==> src/rtl/hdr_pkg.sv <==
// Constants, types and register map of the hub descriptor store
// Contract
// - Configuration value one, no configuration string
// - Attributes A0, E0 when hybrid selected
// - Max power byte 32, 2 mA units
// - Interface descriptor: one hub-class endpoint
// - Endpoint 81, interrupt, one byte, FF
// - Port count is ports plus functions
// - Port count 3-5, or 2-4 disabled
// - Characteristics 0D,00 or 15,00 without overcurrent
// - Power-on to power-good byte 32
// - Hub controller current byte 64
// - Removable map 08/18/38 with both ports
// - Removable map 4C/0C/1C port two off
// - Port power mask always FF
// - Strings unavailable until mode enables them
// - String zero: four bytes, language 09,04
// - Manufacturer string 2E bytes long
// - Product string 10 bytes long
// - Last product character from digit setting
// - Both port two lines high disable it
// - Function count from function config register
// - String enable sets device string indices
package hdr_pkg;
   // Register byte addresses
   localparam logic [4:0] ADDR_MODE  = 5'h00;
   localparam logic [4:0] ADDR_PWR   = 5'h04;
   localparam logic [4:0] ADDR_FUNC  = 5'h08;
   localparam logic [4:0] ADDR_DIGIT = 5'h0C;
   localparam logic [4:0] ADDR_REQ   = 5'h10;
   localparam logic [4:0] ADDR_DATA  = 5'h14;
   localparam logic [4:0] ADDR_STAT  = 5'h18;
   // Field positions
   localparam int MODE_STR_BIT   = 0;
   localparam int MODE_NOOC_BIT  = 1;
   localparam int PWR_HYBRID_BIT = 7;
   localparam int DATA_VALID_BIT = 8;
   localparam int DATA_STALL_BIT = 9;
   localparam int STAT_STALL_BIT = 1;
   localparam int STAT_NBR_LSB   = 8;
   localparam int STAT_RM_LSB    = 16;
   // Reset values
   localparam logic [7:0] MODE_RST  = 8'h00;
   localparam logic [7:0] PWR_RST   = 8'h00;
   localparam logic [1:0] FUNC_RST  = 2'h1;
   localparam logic [3:0] DIGIT_RST = 4'h0;
   // Descriptor types and lengths
   localparam logic [7:0] DT_DEVICE = 8'h01;
   localparam logic [7:0] DT_CONFIG = 8'h02;
   localparam logic [7:0] DT_STRING = 8'h03;
   localparam logic [7:0] DT_INTF   = 8'h04;
   localparam logic [7:0] DT_EP     = 8'h05;
   localparam logic [7:0] DT_HUB    = 8'h29;
   localparam logic [7:0] LEN_DEV   = 8'h12;
   localparam logic [7:0] LEN_CFG   = 8'h09;
   localparam logic [7:0] LEN_TOTAL = 8'h19;
   localparam logic [7:0] LEN_INTF  = 8'h09;
   localparam logic [7:0] LEN_EP    = 8'h07;
   localparam logic [7:0] LEN_HUB   = 8'h09;
   localparam logic [7:0] LEN_STR0  = 8'h04;
   localparam logic [7:0] LEN_STR1  = 8'h2E;
   localparam logic [7:0] LEN_STR2  = 8'h10;
   // Field values
   localparam logic [7:0] USB_BCD_LO    = 8'h10;
   localparam logic [7:0] USB_BCD_HI    = 8'h01;
   localparam logic [7:0] HUB_CLASS     = 8'h09;
   localparam logic [7:0] EP0_MPS       = 8'h40;
   localparam logic [7:0] ONE           = 8'h01;
   localparam logic [7:0] STR_MFR_IDX   = 8'h01;
   localparam logic [7:0] STR_PROD_IDX  = 8'h02;
   localparam logic [7:0] ATTR_BUS      = 8'hA0;
   localparam logic [7:0] ATTR_HYB      = 8'hE0;
   localparam logic [7:0] MAX_POWER     = 8'h32;
   localparam logic [7:0] EP_ADDR       = 8'h81;
   localparam logic [7:0] EP_INTR       = 8'h03;
   localparam logic [7:0] EP_INTERVAL   = 8'hFF;
   localparam logic [7:0] HUB_CHAR_OC   = 8'h0D;
   localparam logic [7:0] HUB_CHAR_NOOC = 8'h15;
   localparam logic [7:0] PWR_ON_GOOD   = 8'h32;
   localparam logic [7:0] HUB_CURRENT   = 8'h64;
   localparam logic [7:0] PWR_MASK      = 8'hFF;
   localparam logic [7:0] LANG_LO       = 8'h09;
   localparam logic [7:0] LANG_HI       = 8'h04;
   localparam logic [7:0] DIGIT_OFFSET  = 8'h0E;
   localparam logic [3:0] UNI_DIGIT_NIB = 4'h3;
   localparam logic [7:0] RM_1F  = 8'h08;
   localparam logic [7:0] RM_2F  = 8'h18;
   localparam logic [7:0] RM_3F  = 8'h38;
   localparam logic [7:0] RM_D1F = 8'h4C;
   localparam logic [7:0] RM_D2F = 8'h0C;
   localparam logic [7:0] RM_D3F = 8'h1C;
   // String text, ASCII, manufacturer then product stem
   localparam int ROM_CHARS     = 28;
   localparam int ROM_PROD_BASE = 22;
   localparam logic [8*ROM_CHARS-1:0] ROM_TEXT =
      "Generic SemiconductorsUSBHUB";
   typedef enum logic [2:0] {
      ST_IDLE = 3'b001,
      ST_WAIT = 3'b010,
      ST_ANS  = 3'b100
   } hdr_bus_st_t;
   typedef enum logic [2:0] {
      SEL_NONE, SEL_DEV, SEL_CFG, SEL_HUB, SEL_STR0, SEL_STR1, SEL_STR2
   } hdr_sel_t;
endpackage

==> src/rtl/hdr_rom.sv <==
// String character store with registered read data
module hdr_rom #(
   parameter int WIDTH = 8,
   parameter int DEPTH = 32,
   parameter int AW    = 5
)(
   // Clock and reset
   input  wire logic             clk,
   input  wire logic             rst_n,
   input  wire logic             ce,
   // Read port
   input  wire logic [AW-1:0]    addr,
   output logic      [WIDTH-1:0] rd_data
);
   logic [WIDTH-1:0] mem [DEPTH];

   for (genvar i = 0; i < DEPTH; i++) begin : g_fill
      if (i < hdr_pkg::ROM_CHARS) begin : g_txt
         assign mem[i] =
            hdr_pkg::ROM_TEXT[8*(hdr_pkg::ROM_CHARS-1-i) +: WIDTH];
      end else begin : g_pad
         assign mem[i] = '0;
      end
   end

   always_ff @(posedge clk or negedge rst_n) begin
      if (!rst_n) begin
         rd_data <= '0;
      end else if (ce) begin
         rd_data <= mem[addr];
      end
   end
endmodule

==> src/rtl/hdr_top.sv <==
// Hub descriptor store with an Avalon-MM register slave
module hdr_top #(
   parameter logic [15:0] VENDOR_ID  = 16'hA5A5, // Arbitrary value
   parameter logic [15:0] PRODUCT_ID = 16'h5A5A, // Arbitrary value
   parameter logic [7:0]  DEV_REV    = 8'h07     // Arbitrary value
)(
   // Clock, reset, enable
   input  wire logic        core_clk,
   input  wire logic        rst_n,
   input  wire logic        ce,
   // Avalon-MM slave
   input  wire logic [4:0]  avs_address,
   input  wire logic        avs_read,
   input  wire logic        avs_write,
   input  wire logic [31:0] avs_writedata,
   input  wire logic [3:0]  avs_byteenable,
   output logic      [31:0] avs_readdata,
   output logic             avs_waitrequest,
   // Port two data line levels
   input  wire logic        dp2_dp_in,
   input  wire logic        dp2_dm_in
);
   hdr_pkg::hdr_bus_st_t st;
   hdr_pkg::hdr_bus_st_t next_st;
   hdr_pkg::hdr_sel_t    sel;
   hdr_pkg::hdr_sel_t    next_sel;
   logic [7:0]  mode_reg;
   logic [7:0]  usb_power_config_reg;
   logic [1:0]  embedded_function_config_reg;
   logic [3:0]  product_digit_setting;
   logic [31:0] req_reg;
   logic [15:0] remaining;
   logic [7:0]  ptr;
   logic        stall;
   logic        port2_dis;
   logic [7:0]  rom_data;

   // Bus decode
   wire acc     = (st == hdr_pkg::ST_ANS);
   wire wr_ok   = ce & acc & avs_write;
   wire rd_ok   = ce & acc & avs_read;
   wire lane0   = avs_byteenable[0];
   wire full_be = (avs_byteenable == 4'hF);
   wire hit_mode  = (avs_address == hdr_pkg::ADDR_MODE);
   wire hit_pwr   = (avs_address == hdr_pkg::ADDR_PWR);
   wire hit_func  = (avs_address == hdr_pkg::ADDR_FUNC);
   wire hit_digit = (avs_address == hdr_pkg::ADDR_DIGIT);
   wire hit_req   = (avs_address == hdr_pkg::ADDR_REQ);
   wire hit_data  = (avs_address == hdr_pkg::ADDR_DATA);
   wire hit_stat  = (avs_address == hdr_pkg::ADDR_STAT);

   // Configuration derived fields
   wire str_en = mode_reg[hdr_pkg::MODE_STR_BIT];
   wire nooc   = mode_reg[hdr_pkg::MODE_NOOC_BIT];
   wire hybrid = usb_power_config_reg[hdr_pkg::PWR_HYBRID_BIT];
   // Zero is not a legal count, so it reads as one
   wire [1:0] nfunc = (embedded_function_config_reg == 2'h0) ?
                      2'h1 : embedded_function_config_reg;
   wire [1:0] ds_ports = port2_dis ? 2'h1 : 2'h2;
   wire [7:0] nbr = {6'h00, ds_ports} + {6'h00, nfunc};
   wire [7:0] rmap = rm_map(port2_dis, nfunc);

   function automatic logic [7:0] rm_map(input logic dis,
                                         input logic [1:0] nf);
      case (nf)
         2'h2:    rm_map = dis ? hdr_pkg::RM_D2F : hdr_pkg::RM_2F;
         2'h3:    rm_map = dis ? hdr_pkg::RM_D3F : hdr_pkg::RM_3F;
         default: rm_map = dis ? hdr_pkg::RM_D1F : hdr_pkg::RM_1F;
      endcase
   endfunction
   function automatic hdr_pkg::hdr_sel_t sel_of(input logic [7:0] ty,
                                                input logic [7:0] ix,
                                                input logic       en);
      sel_of = hdr_pkg::SEL_NONE;
      case (ty)
         hdr_pkg::DT_DEVICE: sel_of = hdr_pkg::SEL_DEV;
         hdr_pkg::DT_CONFIG: sel_of = hdr_pkg::SEL_CFG;
         hdr_pkg::DT_HUB:    sel_of = hdr_pkg::SEL_HUB;
         hdr_pkg::DT_STRING: begin
            if (en && ix == 8'h00) begin
               sel_of = hdr_pkg::SEL_STR0;
            end else if (en && ix == 8'h01) begin
               sel_of = hdr_pkg::SEL_STR1;
            end else if (en && ix == 8'h02) begin
               sel_of = hdr_pkg::SEL_STR2;
            end
         end
         default: sel_of = hdr_pkg::SEL_NONE;
      endcase
   endfunction
   function automatic logic [7:0] len_of(input hdr_pkg::hdr_sel_t s);
      case (s)
         hdr_pkg::SEL_DEV:  len_of = hdr_pkg::LEN_DEV;
         hdr_pkg::SEL_CFG:  len_of = hdr_pkg::LEN_TOTAL;
         hdr_pkg::SEL_HUB:  len_of = hdr_pkg::LEN_HUB;
         hdr_pkg::SEL_STR0: len_of = hdr_pkg::LEN_STR0;
         hdr_pkg::SEL_STR1: len_of = hdr_pkg::LEN_STR1;
         hdr_pkg::SEL_STR2: len_of = hdr_pkg::LEN_STR2;
         default:           len_of = 8'h00;
      endcase
   endfunction
   function automatic logic [7:0] dev_byte(input logic [7:0] p,
                                           input logic en);
      case (p)
         8'h00:   dev_byte = hdr_pkg::LEN_DEV;
         8'h01:   dev_byte = hdr_pkg::DT_DEVICE;
         8'h02:   dev_byte = hdr_pkg::USB_BCD_LO;
         8'h03:   dev_byte = hdr_pkg::USB_BCD_HI;
         8'h04:   dev_byte = hdr_pkg::HUB_CLASS;
         8'h07:   dev_byte = hdr_pkg::EP0_MPS;
         8'h08:   dev_byte = VENDOR_ID[7:0];
         8'h09:   dev_byte = VENDOR_ID[15:8];
         8'h0A:   dev_byte = PRODUCT_ID[7:0];
         8'h0B:   dev_byte = PRODUCT_ID[15:8];
         8'h0D:   dev_byte = DEV_REV;
         8'h0E:   dev_byte = en ? hdr_pkg::STR_MFR_IDX : 8'h00;
         8'h0F:   dev_byte = en ? hdr_pkg::STR_PROD_IDX : 8'h00;
         8'h11:   dev_byte = hdr_pkg::ONE;
         default: dev_byte = 8'h00;
      endcase
   endfunction
   // Configuration, interface and endpoint sent as one block
   function automatic logic [7:0] cfg_byte(input logic [7:0] p,
                                           input logic hyb);
      case (p)
         8'h00:   cfg_byte = hdr_pkg::LEN_CFG;
         8'h01:   cfg_byte = hdr_pkg::DT_CONFIG;
         8'h02:   cfg_byte = hdr_pkg::LEN_TOTAL;
         8'h04:   cfg_byte = hdr_pkg::ONE;
         8'h05:   cfg_byte = hdr_pkg::ONE;
         8'h07:   cfg_byte = hyb ? hdr_pkg::ATTR_HYB
                                 : hdr_pkg::ATTR_BUS;
         8'h08:   cfg_byte = hdr_pkg::MAX_POWER;
         8'h09:   cfg_byte = hdr_pkg::LEN_INTF;
         8'h0A:   cfg_byte = hdr_pkg::DT_INTF;
         8'h0D:   cfg_byte = hdr_pkg::ONE;
         8'h0E:   cfg_byte = hdr_pkg::HUB_CLASS;
         8'h12:   cfg_byte = hdr_pkg::LEN_EP;
         8'h13:   cfg_byte = hdr_pkg::DT_EP;
         8'h14:   cfg_byte = hdr_pkg::EP_ADDR;
         8'h15:   cfg_byte = hdr_pkg::EP_INTR;
         8'h16:   cfg_byte = hdr_pkg::ONE;
         8'h18:   cfg_byte = hdr_pkg::EP_INTERVAL;
         default: cfg_byte = 8'h00;
      endcase
   endfunction
   function automatic logic [7:0] hub_byte(input logic [7:0] p,
                                           input logic [7:0] n,
                                           input logic no_oc,
                                           input logic [7:0] rm);
      case (p)
         8'h00:   hub_byte = hdr_pkg::LEN_HUB;
         8'h01:   hub_byte = hdr_pkg::DT_HUB;
         8'h02:   hub_byte = n;
         8'h03:   hub_byte = no_oc ? hdr_pkg::HUB_CHAR_NOOC
                                   : hdr_pkg::HUB_CHAR_OC;
         8'h05:   hub_byte = hdr_pkg::PWR_ON_GOOD;
         8'h06:   hub_byte = hdr_pkg::HUB_CURRENT;
         8'h07:   hub_byte = rm;
         8'h08:   hub_byte = hdr_pkg::PWR_MASK;
         default: hub_byte = 8'h00;
      endcase
   endfunction

   // Unicode strings: ASCII from the store, high byte zero
   wire [7:0] digit_byte = {hdr_pkg::UNI_DIGIT_NIB,
                            product_digit_setting};
   wire [7:0] str_body =
      ptr[0] ? 8'h00 :
      (sel == hdr_pkg::SEL_STR2 && ptr == hdr_pkg::DIGIT_OFFSET) ?
      digit_byte : rom_data;
   wire [7:0] str_byte =
      (ptr == 8'h00) ? len_of(sel) :
      (ptr == 8'h01) ? hdr_pkg::DT_STRING :
      (sel != hdr_pkg::SEL_STR0) ? str_body :
      (ptr == 8'h02) ? hdr_pkg::LANG_LO : hdr_pkg::LANG_HI;

   wire [7:0] cur_byte =
      (sel == hdr_pkg::SEL_DEV) ? dev_byte(ptr, str_en) :
      (sel == hdr_pkg::SEL_CFG) ? cfg_byte(ptr, hybrid) :
      (sel == hdr_pkg::SEL_HUB) ? hub_byte(ptr, nbr, nooc, rmap) :
      (sel == hdr_pkg::SEL_NONE) ? 8'h00 : str_byte;

   wire [7:0] ch_off = (ptr - 8'h02) >> 1;
   wire [7:0] rom_idx = (sel == hdr_pkg::SEL_STR2) ?
                        ch_off + 8'(hdr_pkg::ROM_PROD_BASE) : ch_off;

   hdr_rom #(
      .WIDTH (8),
      .DEPTH (32),
      .AW    (5)
   ) u_rom (
      .clk     (core_clk),
      .rst_n   (rst_n),
      .ce      (ce),
      .addr    (rom_idx[4:0]),
      .rd_data (rom_data)
   );

   // New request, truncated to the shorter of the two lengths
   wire        take_req  = wr_ok & hit_req & full_be;
   assign next_sel = sel_of(avs_writedata[7:0], avs_writedata[15:8],
                            str_en);
   wire [15:0] next_len  = {8'h00, len_of(next_sel)};
   wire [15:0] ask_len   = avs_writedata[31:16];
   wire [15:0] next_rem  = (ask_len < next_len) ? ask_len
                                                : next_len;
   wire        has_byte  = (remaining != 16'h0000);
   wire        step      = rd_ok & hit_data & has_byte;
   wire [31:0] data_word = {22'h0, stall, has_byte,
                            has_byte ? cur_byte : 8'h00};
   wire [31:0] stat_word = {8'h00, rmap, nbr, 6'h00, stall, port2_dis};
   wire [31:0] rd_mux =
      hit_mode  ? {24'h0, mode_reg} :
      hit_pwr   ? {24'h0, usb_power_config_reg} :
      hit_func  ? {30'h0, embedded_function_config_reg} :
      hit_digit ? {28'h0, product_digit_setting} :
      hit_req   ? req_reg :
      hit_data  ? data_word :
      hit_stat  ? stat_word : 32'h0;

   always_comb begin
      case (st)
         hdr_pkg::ST_IDLE: next_st = (avs_read | avs_write) ?
                                     hdr_pkg::ST_WAIT : hdr_pkg::ST_IDLE;
         hdr_pkg::ST_WAIT: next_st = hdr_pkg::ST_ANS;
         hdr_pkg::ST_ANS:  next_st = hdr_pkg::ST_IDLE;
         default:          next_st = hdr_pkg::ST_IDLE;
      endcase
   end

   always_ff @(posedge core_clk or negedge rst_n) begin
      if (!rst_n) begin
         st              <= hdr_pkg::ST_IDLE;
         avs_waitrequest <= 1'b1;
         avs_readdata    <= 32'h0;
      end else if (ce) begin
         st              <= next_st;
         avs_waitrequest <= (next_st != hdr_pkg::ST_ANS);
         if (st == hdr_pkg::ST_WAIT) begin
            avs_readdata <= rd_mux;
         end
      end
   end

   // Strap-like pins sampled every cycle that ce is high
   always_ff @(posedge core_clk or negedge rst_n) begin
      if (!rst_n) begin
         port2_dis <= 1'b0;
      end else if (ce) begin
         port2_dis <= dp2_dp_in & dp2_dm_in;
      end
   end

   always_ff @(posedge core_clk or negedge rst_n) begin
      if (!rst_n) begin
         mode_reg                     <= hdr_pkg::MODE_RST;
         usb_power_config_reg         <= hdr_pkg::PWR_RST;
         embedded_function_config_reg <= hdr_pkg::FUNC_RST;
         product_digit_setting        <= hdr_pkg::DIGIT_RST;
      end else if (wr_ok & lane0) begin
         if (hit_mode) begin
            mode_reg <= avs_writedata[7:0];
         end
         if (hit_pwr) begin
            usb_power_config_reg <= avs_writedata[7:0];
         end
         if (hit_func) begin
            embedded_function_config_reg <= avs_writedata[1:0];
         end
         if (hit_digit) begin
            product_digit_setting <= avs_writedata[3:0];
         end
      end
   end

   always_ff @(posedge core_clk or negedge rst_n) begin
      if (!rst_n) begin
         req_reg   <= 32'h0;
         sel       <= hdr_pkg::SEL_NONE;
         ptr       <= 8'h00;
         remaining <= 16'h0000;
         stall     <= 1'b0;
      end else if (take_req) begin
         req_reg   <= avs_writedata;
         sel       <= next_sel;
         ptr       <= 8'h00;
         remaining <= next_rem;
         stall     <= (next_sel == hdr_pkg::SEL_NONE);
      end else if (step) begin
         ptr       <= ptr + 8'h01;
         remaining <= remaining - 16'h0001;
      end
   end
endmodule

==> config.mk <==
export PLATFORM = sky130hd
export DESIGN_NAME = hdr_top
export DESIGN_NICKNAME = d
export VERILOG_FILES = /design/src/rtl/hdr_pkg.sv /design/src/rtl/hdr_rom.sv /design/src/rtl/hdr_top.sv
export SDC_FILE = /design/constraint.sdc
export NUM_CORES = 1
export LEC_CHECK = 0
export ABC_AREA = 1
export BUFFER_PORTS_ARGS = -buffer_cell sky130_fd_sc_hd__buf_2
export CAP_MARGIN = 15
export CORE_ASPECT_RATIO = 0.9
export CORE_MARGIN = 2
export CORE_UTILIZATION = 40
export CTS_BUF_LIST = sky130_fd_sc_hd__clkbuf_8
export DETAILED_ROUTE_END_ITERATION = 16
export GPL_TIMING_DRIVEN = 0
export MAX_ROUTING_LAYER = met4
export SYNTH_ARGS = -nofsm -noshare
export SYNTH_HDL_FRONTEND = slang
export SYNTH_SLANG_ARGS = --single-unit
==> constraint.sdc <==
create_clock -name core_clk -period 6.7 [get_ports core_clk]
set_clock_uncertainty 0.05 [all_clocks]
set_input_delay 0.335 -clock core_clk [delete_from_list [all_inputs] [get_ports core_clk]]
set_output_delay 0.335 -clock core_clk [all_outputs]
set_load 0.02 [all_outputs]
==> results.toml <==
[die]
die_h_um = 136
initial_core_util_pct = 40.5
boundaryPins = 81
core_mm2 = 0.0191
fp.dieW_um = 151
dieArea_mm2 = 0.0205
fp-row-count = 48

[route]
wl_met2_mm = 10.7
drt-met1-wl_mm = 11.4
wl_met3_mm = 1.17
wl_per_cell_um = 16.3
via_count = 7496
first_pass_iters = 5
avgViaCountPerCell = 5.18
highest_layer = "met4"
drc = 0
drt_wl_total_mm = 23.5
detail-route-antenna-nets = 0
drt_iter0_markers = 579

[clocking]
cts_inserted_buffers = 17
cts_tree = "built"
path_clk_slew_ns = 0.08
h-tree-depth = 4
cts_resized = 0
cts.root.buffer_cell = "clkbuf_8"
clock_latency_ns = 0.44
numClockSinks = 126
clk_path_buf_depth = 2

[worst_setup_path]
critical-path-max-stage-delay_ns = 0.48
endpoint_kind = "flip-flop"
crit_top_cell = "inv_1"
cp.arrival_ns = 3.36
rrSetupSlack_ns = 3.67
required_ns = 7.02
r2r-end = "remaining[0]"
critPathBufInv = 4
critPathKind = "in2reg"
reg2regPathDepth = 11
start_kind = "primary input"
path_cells = "buf_2 -> inv_1 -> nand3_1 -> inv_1 -> nand4_1 -> nor4_1 -> inv_1 -> ha_1 -> a21oi_1 -> nand4_1 -> nor4_2 -> nand2_1 -> nand2_1 -> nand3_1 -> a21oi_1"
slowest_stage = "nor4_1"
cp_top_family = "simple AND/OR/NAND/NOR gates"
worstPathMaxFanout = 7
r2r_start = "mode_reg[0]"

[placed_design]
portBuffers = 80
pre_cts_ws_ns = 3.23
globalplace.congestion = 0.917
hpwl_mm = 17.8

[global_routing]
grt_max_degree = 81
track_usage_pct = 24.2
antenna_found_initial = 2
grt_first_pass_wirelength_mm = 37.1
overflow = 0
grt_pass1_vias = 6913

[layout]
layout.nets = 1256
layout-drive-gt1-share_pct = 14.3
finish.utilization_pct = 46.7
syn_to_final_growth_pct = 15.3

[power_and_ir_drop]
ir_worst_vdd_mv = 0.153
power_density_mw_per_mm2 = 194
p_leak_uw = 0.00459

[logic_synthesis]
synth-seq-cells = 126
synthesis.nets = 1155
synth_warnings = 0
yosysSeqAreaShare_pct = 40.8
synth.distinct_cells = 48
netlist_area_mm2 = 0.00773
async_reset_ff_share_pct = 100
synth-edff-count = 0
syn_area_per_cell_um2 = 7.15
synthCells = 1082
synthFlopType = "dfrtp_1"

[min_path]
min_from = "avs_writedata[22]"
hp-class = "in2reg"
worstHoldEndpoint = "req_reg[22]"
min_path_cells = 3

[flow_run]
cap_violations = 0

[timing]
hold_violations = 0
slew_headroom_pct = 34.1
period_needed_ns = 3.05
drv_slew = 0
fin_crit_sh_pct = 45.5
rsz0062_at_grt = "false"
timing.fmax_mhz = 328
tightest_slew_ns = 0.979
final-setup-viol-count = 0
setup_ws_ns = 3.65
final.setup.tns_ns = 0

[outcome]
run_status = "completed"
[report_power, final]
| part | internal (µW) | switching, µW | leakage, µW |
|---|---|---|---|
| logic | 67.9 | 139 | 0.00269 |
| registers | 783 | 17.8 | 0.00170 |
| clock network | 373 | 347 | 0.000209 |
| total | 1220 | 504 | 0.00459 |
[layout by cell type (no fill, tap or decap), types with 6 or more instances in the layout]
| master | n |
|---|---|
| a21oi_1 | 36 |
| a31oi_1 | 10 |
| buf_2 | 85 |
| clkbuf_1 | 21 |
| clkbuf_8 | 17 |
| dfrtp_1 | 123 |
| ha_1 | 24 |
| inv_1 | 110 |
| inv_2 | 12 |
| nand2_1 | 310 |
| nand2_2 | 7 |
| nand3_1 | 74 |
| nand4_1 | 11 |
| nor2_1 | 114 |
| nor2_2 | 6 |
| nor2_4 | 6 |
| nor3_1 | 27 |
| nor4_1 | 6 |
| o211ai_1 | 8 |
| o21ai_0 | 96 |
| o21ai_1 | 14 |
| o22ai_1 | 7 |
| xnor2_1 | 7 |
| xor2_1 | 6 |
[timing repair]
action / in CTS / in global routing
setup buffers: 0 / 0
hold buffers: 1 / 0
hold endpoints to repair: 44 / 0
[final cells by class]
class / count / area, µm²
Sequential cell: 126 / 3160
Tap cell: 250 / 313
Buffer: 31 / 135
Timing Repair Buffer: 82 / 444
Clock inverter: 15 / 184
Fill cell: 2008 / 10200
Antenna cell: 2 / 5.00
Multi-Input combinational cell: 803 / 3990
Clock buffer: 17 / 234
Inverter: 122 / 458
[worst max path at each step]
stage | startpoint | to | slack [ns] | cells after the start
3_3_place_gp | avs_writedata[4] | remaining[4] | 3.23 | 15
6_report | avs_writedata[4] | remaining[0] | 3.65 | 15
3_5_place_dp | avs_writedata[4] | remaining[4] | 3.23 | 15
2_1_floorplan | avs_writedata[3] | remaining[4] | 4.09 | 14
5_1_grt | mode_reg[0] | remaining[4] | 3.28 | 11
4_1_cts | mode_reg[0] | remaining[4] | 3.66 | 11
[routing by layer]
layer  vias to the layer above  global-route usage (%)
met5                         -                       -
met4                         0                    5.40
met3                        20                    4.53
met2                       194                    36.6
met1                      3543                    33.8
li1                       3739                       -
[through the flow]
step	total power [µW]	hold WS [ns]	area, µm²	std cells
after floorplan	937	-0.0106	7730	1082
after global placement	1020	0.410	8450	1412
after detailed placement	1020	0.257	8480	1413
after CTS	1750	0.0272	8910	1446
after global routing	1810	0.0469	8910	1448
final	1730	0.0546	8910	1448
[synthesized netlist by cell type (7+ instances only)]
cell / n / area, µm²
nand2_1: 310 / 1160
dfrtp_1: 123 / 3080
nor2_1: 114 / 428
inv_1: 110 / 413
o21ai_0: 96 / 480
nand3_1: 74 / 370
a21oi_1: 36 / 180
nor3_1: 27 / 135
ha_1: 24 / 300
clkbuf_1: 21 / 78.8
o21ai_1: 14 / 70.1
inv_2: 12 / 45.0
nand4_1: 11 / 68.8
a31oi_1: 10 / 62.6
o211ai_1: 8 / 60.1
nand2_2: 7 / 43.8
o22ai_1: 7 / 43.8
xnor2_1: 7 / 61.3
[worst reg2reg max path: cells and delay by family, from the launching register on]
kind / cells / cell delay (ns)
DFF: 1 / 0.56
and+or+nand+nor: 7 / 1.64
adders and majority gates: 1 / 0.30
buffers and inverters: 1 / 0.09
AOI/OAI and AO/OA: 2 / 0.32
[logic make-up (layout without fill, tap and decap cells)]
family                   after synthesis  in the layout  synth area share (%)
AND/OR/NAND/NOR                      579            579                  32.5
AO/OA/AOI/OAI                        185            185                  13.2
buffers and inverters                153            267                  7.67
flip-flops                           126            126                  40.8
adder cells (fa/ha/maj)               25             25                  4.14
XOR/XNOR                              14             14                  1.68
other                                  0              2                     0
Power figures use the tool's default switching activity.
